==> config.mk <==
export PLATFORM = sky130hd
export DESIGN_NAME = bdec_entry
export DESIGN_NICKNAME = d
export VERILOG_FILES = /design/src/bdec_pkg.sv /design/src/bdec_sync.sv /design/src/bdec_strap.sv /design/src/bdec_entry.sv
export SDC_FILE = /design/constraint.sdc
export NUM_CORES = 1
export LEC_CHECK = 0
export BUFFER_PORTS_ARGS = -buffer_cell sky130_fd_sc_hd__buf_2
export CAP_MARGIN = 10
export CORE_MARGIN = 1.5
export CORE_UTILIZATION = 25
export CTS_CLUSTER_DIAMETER = 80
export CTS_CLUSTER_SIZE = 25
export DETAILED_ROUTE_END_ITERATION = 7
export MAX_ROUTING_LAYER = met4
export PLACE_DENSITY_LB_ADDON = 0.2
export SETUP_SLACK_MARGIN = 0.4
export SYNTH_ARGS = -nofsm -noshare
export SYNTH_HDL_FRONTEND = slang
export SYNTH_SLANG_ARGS = --single-unit
==> constraint.sdc <==
create_clock -name ref_clk_in -period 2.1 [get_ports ref_clk_in]
set_input_delay 0 -clock ref_clk_in [delete_from_list [all_inputs] [get_ports ref_clk_in]]
set_output_delay 0 -clock ref_clk_in [all_outputs]
set_load 0.05 [all_outputs]
==> src/bdec_pkg.sv <==
package bdec_pkg;

    // opcode that enters background mode when enabled
    localparam logic [15:0] BDEC_ENTER_OPCODE   = 16'h4afa;
    // exception vectors reported to the exception path
    localparam logic [7:0]  BDEC_VEC_BREAKPOINT = 8'h0c;
    localparam logic [7:0]  BDEC_VEC_ILLEGAL    = 8'h04;
    // least low time of the request before reset release, in cycles
    localparam int          BDEC_STRAP_MIN_CYC  = 2;
    // synchroniser depth for pin inputs
    localparam int          BDEC_SYNC_STAGES    = 2;

    // entry sequencer states
    typedef enum logic [1:0] {
        BDEC_ST_RUN    = 2'b00,
        BDEC_ST_FREEZE = 2'b01,
        BDEC_ST_WAIT   = 2'b10,
        BDEC_ST_HALT   = 2'b11
    } bdec_state_type;

endpackage : bdec_pkg

==> src/bdec_sync.sv <==
`timescale 1ns/1ps
module bdec_sync
    import bdec_pkg::*;
#(
    parameter int STAGES = BDEC_SYNC_STAGES
) (
    input  wire logic ref_clk_in,  // system clock
    input  wire logic async_in,    // pin level
    output logic      sync_out     // level after the last flop
);
    logic [STAGES-1:0] chain_q;

    // a metastable flop needs a second stage to settle
    if (STAGES < 2) begin : g_bad_stages
        $error("bdec_sync needs at least two stages");
    end

    // no reset on purpose: the chain keeps following the pin while
    // reset is held, so the strap level is settled at release
    always_ff @(posedge ref_clk_in) begin
        chain_q <= {chain_q[STAGES-2:0], async_in};
    end

    assign sync_out = chain_q[STAGES-1];
endmodule : bdec_sync

==> src/bdec_strap.sv <==
`timescale 1ns/1ps
module bdec_strap
    import bdec_pkg::*;
(
    input  wire logic ref_clk_in,    // system clock
    input  wire logic sys_rst_in,    // async reset, active high
    input  wire logic strap_low_in,  // synchronised request is low
    output logic      enable_out     // debug mode enabled
);
    logic taken_q;
    logic enable_q;

    // catch the strap on the first clock after release; a constant
    // under reset, so each reset renews the decision
    always_ff @(posedge ref_clk_in or posedge sys_rst_in) begin
        if (sys_rst_in) begin
            taken_q  <= 1'b0;
            enable_q <= 1'b0;
        end else if (!taken_q) begin
            taken_q  <= 1'b1;
            enable_q <= strap_low_in;
        end
    end

    assign enable_out = enable_q;
endmodule : bdec_strap

==> src/bdec_entry.sv <==
`timescale 1ns/1ps
// Notes on behaviour
// - request low at reset release enables debug mode until next reset.
// - request high at reset release leaves debug mode disabled.
// - the request is sampled afresh at every reset release.
// - enabled mode entered by request, opcode, double fault, peripheral.
// - software breakpoint instruction never enters debug mode.
// - disabled: acknowledged request gives breakpoint exception vector 0c.
// - request sampled at read-data time; no acknowledge cycle on entry.
// - opcode 4afa enters debug mode if enabled, else illegal trap.
// - double bus fault halts if disabled, enters debug mode if enabled.
// - on entry suspend execution, freeze first, then enable serial link.
// - disabled mode passes exceptions to the normal exception path.
module bdec_entry
    import bdec_pkg::*;
(
    input  wire logic        ref_clk_in,             // 100 MHz system clock
    input  wire logic        sys_rst_in,             // async reset, high
    input  wire logic        breakpoint_request_n_in, // tool pin, low
    input  wire logic        data_strobe_end_in,     // read data latch point
    input  wire logic        opcode_valid_in,        // decoder has opcode
    input  wire logic [15:0] opcode_in,              // decoded opcode
    input  wire logic        sw_breakpoint_in,       // breakpoint instruction
    input  wire logic        bus_fault_in,           // bus fault pulse
    input  wire logic        cycle_ok_in,            // clean bus cycle pulse
    input  wire logic        periph_break_in,        // peripheral breakpoint
    input  wire logic        resume_in,              // debug go command
    output logic             background_debug_mode_out, // mode enabled
    output logic             suspend_out,            // execution held
    output logic             freeze_out,             // in debug mode
    output logic             serial_enable_out,      // serial debug on
    output logic             halted_out,             // halted on fault
    output logic             exc_valid_out,          // exception request
    output logic [7:0]       exc_vector_out,         // exception vector
    output logic             sw_breakpoint_request_n_out,            // substitution cycle
    output logic             breakpoint_request_n_ack_cycle_out      // acknowledge cycle
);
    bdec_state_type state_q, state_d;
    logic           req_low;
    logic           enabled;
    logic           req_q;
    logic           fault_q;
    logic           exc_valid_q;
    logic [7:0]     exc_vector_q;
    logic           sw_breakpoint_request_n_q;
    logic           breakpoint_request_n_ack_q;
    logic [3:0]     stay_q;

    // two flops on the pin before anything reads it; the chain has no
    // reset, so it still follows the pin while reset is held
    bdec_sync #(.STAGES(BDEC_SYNC_STAGES)) u_sync (
        .ref_clk_in (ref_clk_in),
        .async_in   (breakpoint_request_n_in),
        .sync_out   (req_low)
    );

    // strap capture; the tool must keep the pin low long enough
    // for it to cross the synchroniser before release
    bdec_strap u_strap (
        .ref_clk_in   (ref_clk_in),
        .sys_rst_in   (sys_rst_in),
        .strap_low_in (!req_low),
        .enable_out   (enabled)
    );

    // event decode
    wire running    = (state_q == BDEC_ST_RUN);
    wire req_taken  = running && data_strobe_end_in && !req_low;
    wire opc_enter  = running && opcode_valid_in &&
                      (opcode_in == BDEC_ENTER_OPCODE);
    wire dbl_fault  = running && bus_fault_in && fault_q;
    wire per_break  = running && periph_break_in;
    wire sw_breakpoint_request_n    = running && opcode_valid_in && sw_breakpoint_in;
    wire enter_dbg  = enabled &&
                      (req_taken || opc_enter || dbl_fault || per_break);
    wire go_halt    = !enabled && dbl_fault;
    wire exc_breakpoint_request_n   = !enabled && req_taken;
    wire exc_ill    = !enabled && opc_enter;

    // track successive faults; a clean cycle breaks the chain
    always_ff @(posedge ref_clk_in or posedge sys_rst_in) begin
        if (sys_rst_in) begin
            fault_q <= 1'b0;
        end else if (bus_fault_in) begin
            fault_q <= 1'b1;
        end else if (cycle_ok_in) begin
            fault_q <= 1'b0;
        end
    end

    // entry sequence: freeze first, serial link one cycle later
    always_comb begin
        state_d = state_q;
        case (state_q)
            BDEC_ST_RUN: begin
                if (enter_dbg) begin
                    state_d = BDEC_ST_FREEZE;
                end else if (go_halt) begin
                    state_d = BDEC_ST_HALT;
                end
            end
            BDEC_ST_FREEZE: begin
                state_d = BDEC_ST_WAIT;
            end
            BDEC_ST_WAIT: begin
                if (resume_in) begin
                    state_d = BDEC_ST_RUN;
                end
            end
            BDEC_ST_HALT: begin
                state_d = BDEC_ST_HALT; // only reset leaves halt
            end
            default: begin
                state_d = BDEC_ST_RUN;
            end
        endcase
    end

    always_ff @(posedge ref_clk_in or posedge sys_rst_in) begin
        if (sys_rst_in) begin
            state_q <= BDEC_ST_RUN;
        end else begin
            state_q <= state_d;
        end
    end

    // exception path for the disabled case; breakpoint beats illegal
    always_ff @(posedge ref_clk_in or posedge sys_rst_in) begin
        if (sys_rst_in) begin
            exc_valid_q  <= 1'b0;
            exc_vector_q <= 8'h00;
        end else begin
            exc_valid_q  <= exc_breakpoint_request_n || exc_ill;
            exc_vector_q <= exc_breakpoint_request_n ? BDEC_VEC_BREAKPOINT :
                            (exc_ill ? BDEC_VEC_ILLEGAL : 8'h00);
        end
    end

    // software breakpoint takes the substitution path whenever running;
    // acknowledge cycle only for a request outside debug entry
    always_ff @(posedge ref_clk_in or posedge sys_rst_in) begin
        if (sys_rst_in) begin
            sw_breakpoint_request_n_q  <= 1'b0;
            breakpoint_request_n_ack_q <= 1'b0;
            req_q      <= 1'b0;
        end else begin
            sw_breakpoint_request_n_q  <= sw_breakpoint_request_n;
            breakpoint_request_n_ack_q <= exc_breakpoint_request_n;
            req_q      <= req_taken;
        end
    end

    // cycles spent frozen, saturating; lets a check span the whole
    // stay without a long repetition
    always_ff @(posedge ref_clk_in or posedge sys_rst_in) begin
        if (sys_rst_in) begin
            stay_q <= 4'h0;
        end else if (!freeze_out) begin
            stay_q <= 4'h0;
        end else if (stay_q != 4'hf) begin
            stay_q <= stay_q + 4'h1;
        end
    end

    // outputs decoded from state flops
    assign background_debug_mode_out = enabled;
    assign suspend_out       = !running;
    assign freeze_out        = (state_q == BDEC_ST_FREEZE) ||
                               (state_q == BDEC_ST_WAIT);
    assign serial_enable_out = (state_q == BDEC_ST_WAIT);
    assign halted_out        = (state_q == BDEC_ST_HALT);
    assign exc_valid_out     = exc_valid_q;
    assign exc_vector_out    = exc_vector_q;
    assign sw_breakpoint_request_n_out       = sw_breakpoint_request_n_q;
    assign breakpoint_request_n_ack_cycle_out = breakpoint_request_n_ack_q;
endmodule : bdec_entry

==> out/qor.txt <==
Synth warnings: 0
Die height: 50.6 um
Share of cells above drive strength 1: 48.5%
H-tree levels: 1
Fillers: 223
Core area: 2170 um^2
Max clock buf depth: 2
# diodes: 0
Fin Setup TNS: 0 ps
Vias: 546
Clk_skew: 7.57 ps
CTS clk-pin slew, worst paths: 70 ps
Antenna violations before repair: 0
Synth area leaders: dfrtp_1 35%, ha_1 11%, buf_4 11%
Die X: 50.6 um
HPWL after detailed placement: 936 um
Avg Cell Area, Syn: 9.92 um^2
DR WL/cell: 9.23 um
Max-cap check violation count: 0
Peak Freq: 600 MHz
Row cnt: 17
Delay-heaviest family, CP: simple AND/OR/NAND/NOR gates
Final min period: 1670 ps
Final core utilization: 40.8%
GRT Total Usage: 11.1%
Sequential element share of the synthesized area: 42.5%
Die ar.: 2560 um^2
Final WS setup: 433 ps
I/O pin cnt: 42
P_leak: 0.483 nW
#FFs+latches synth: 10
Initial Util: 26.1%
DRC Markers: 0
Vias per cell: 4.17
# nets final: 135
CP Class: flip-flop to flip-flop
Hold Slack: 109 ps
CP required: 2260 ps
Startpoint Class: flip-flop
RSZ-0062 raised after global routing: true
CP arrival: 1830 ps
Crit-path slowest cell: or4_4
VDD IR-drop max: 0.678 mV
Worst path bufs/invs: 1
Worst min-delay path class: input pin to flip-flop
CP max stage delay: 440 ps
Largest fanout on the critical path: 3
Max-slew violation count: 0
TritonCTS Buffers: 3
CTS tree: built
Outcome: complete, no violations
Share of the synthesized area in the top cell type: 35.4%
DP Worst Slack: 334 ps
Starting DRT DRC Count: 1
DRT antenna net count: 0
Final Hold Vio Count: 0
Final setup fails: 0
CP Cell Sequence: inv_2, ha_4, nand3_1, or4_4, and3_4, o32a_1
Yosys top cell by area: dfrtp_1
Router iterations before antenna repair: 2
Tcrit/Tclk final: 79.4%
Clk sinks: 10
Port-buffer cells: 35
Cells after synthesis: 57
RD Place Congestion: 0.749
Pwr dens: 1220 nW/um^2
Largest net degree at the start of global routing: 9
Synth cell types: 22
Clk_lat worst skew: 270 ps
Post-layout instance area: 886 um^2
Vias in the first global route: 535
Clk root buf: clkbuf_4
Syn Std Cell Area: 566 um^2
CP endpoint kind: flip-flop
Area grow syn2layout: 56.6%
First-pass GRT wire length: 2.05 mm
Post-DP Area: 756 um^2
Grt ovf: 0
Final WL: 1.21 mm
-- flip-flops by register name, indices dropped and copies added, names as in the netlist --
| name | count |
|---|---|
| u_strap.enable_out | 1 |
| state_q | 2 |
| sw_breakpoint_request_n_out | 1 |
| exc_vector_out | 2 |
| fault_q | 1 |
| u_sync.chain_q | 2 |
| u_strap.taken_q | 1 |
-- tightest hold or removal path, cell delays in order --
cell     delay, ps
buf_2           70
or4b_1          90
or4_4          130
a21oi_1         50
-- per-layer routing --
metal / vias to the layer above / routed length [um] / GRT usage [%]
met4: 0 / 40 / 9.46
met1: 239 / 507 / 11.3
li1: 270 / - / -
met2: 33 / 575 / 19.1
met3: 4 / 86 / 0.893
met5: - / 0 / -
-- worst paths after layout --
path,startpoint,end,slack [ps],cells past startpoint
setup / recovery,state_q[0],state_q[1],430,6
hold reg to reg,u_sync.chain_q[0],u_sync.chain_q[1],340,0
max in group asynchronous,sys_rst_in,sw_breakpoint_request_n_out,1630,3
setup reg to reg,state_q[0],state_q[1],430,6
hold / removal,opcode_in[15],exc_vector_out[2],110,4
min in group asynchronous,sys_rst_in,exc_vector_out[2],220,3
-- stage by stage --
step,total power [mW],instances
after floorplan,0.783,62
after global placement,0.848,117
after detailed placement,0.849,117
after CTS,1.10,131
after global routing,1.15,131
final,1.08,131
-- Yosys cell counts --
cell and count:
nor2b_1 1, and3_1 2, nor2_1 2, inv_1 7, dfxtp_1 2, nor4bb_1 1
o32a_1 1, o22ai_1 1, a21oi_1 3, nand3_1 1, or4b_1 1, ha_1 5
nor3_1 2, dfrtp_1 8, a22o_1 1, nand4b_1 2, mux2i_1 2, a21o_1 1
or4_4 1, nand2_1 3, buf_4 8, conb_1 2
-- repair_timing --
item / in CTS / in global routing
pin swaps: 1 / 0
hold endpoints to repair: 11 / 0
setup endpoints to repair: 2 / 1
gates resized for setup: 1 / 0
buffers inserted: 4 / 0
hold buffers: 6 / 0
-- layout by cell type, fill, tap and decap left out, types with 3 or more instances in the layout --
cell	count
buf_2	35
dfrtp_1	8
conb_1	7
dlygate4sd3_1	6
inv_1	4
ha_1	4
buf_4	4
nand2_1	3
clkbuf_4	3
-- cell type report --
cell class	count	area (um^2)	area share, %
Clock buffer	4	36.3	4.10
Inverter	7	30.0	3.39
Multi-Input combinational cell	37	279	31.5
Sequential cell	10	240	27.1
Tap cell	28	35.0	3.95
Timing Repair Buffer	45	265	29.9
-- where the power goes --
| group | switching [mW] | internal [mW] |
|---|---|---|
| logic | 0.421 | 0.240 |
| registers | 0.0197 | 0.225 |
| clock network | 0.0716 | 0.105 |
| total | 0.513 | 0.571 |
-- cell families (layout without fill, tap and decap cells) --
kind of cell    count (synthesis)  count (layout)  share of synthesized area (%)
fa+ha+maj                       5               5                           11.1
flops                          10              10                           42.5
other cells                     2               7                           1.33
mux                             2               2                           3.54
buf+inv                        15              56                           15.3
simple gates                   16              16                           17.9
compound gates                  7               7                           8.41
Note: power is estimated with default switching activity, not from simulation.
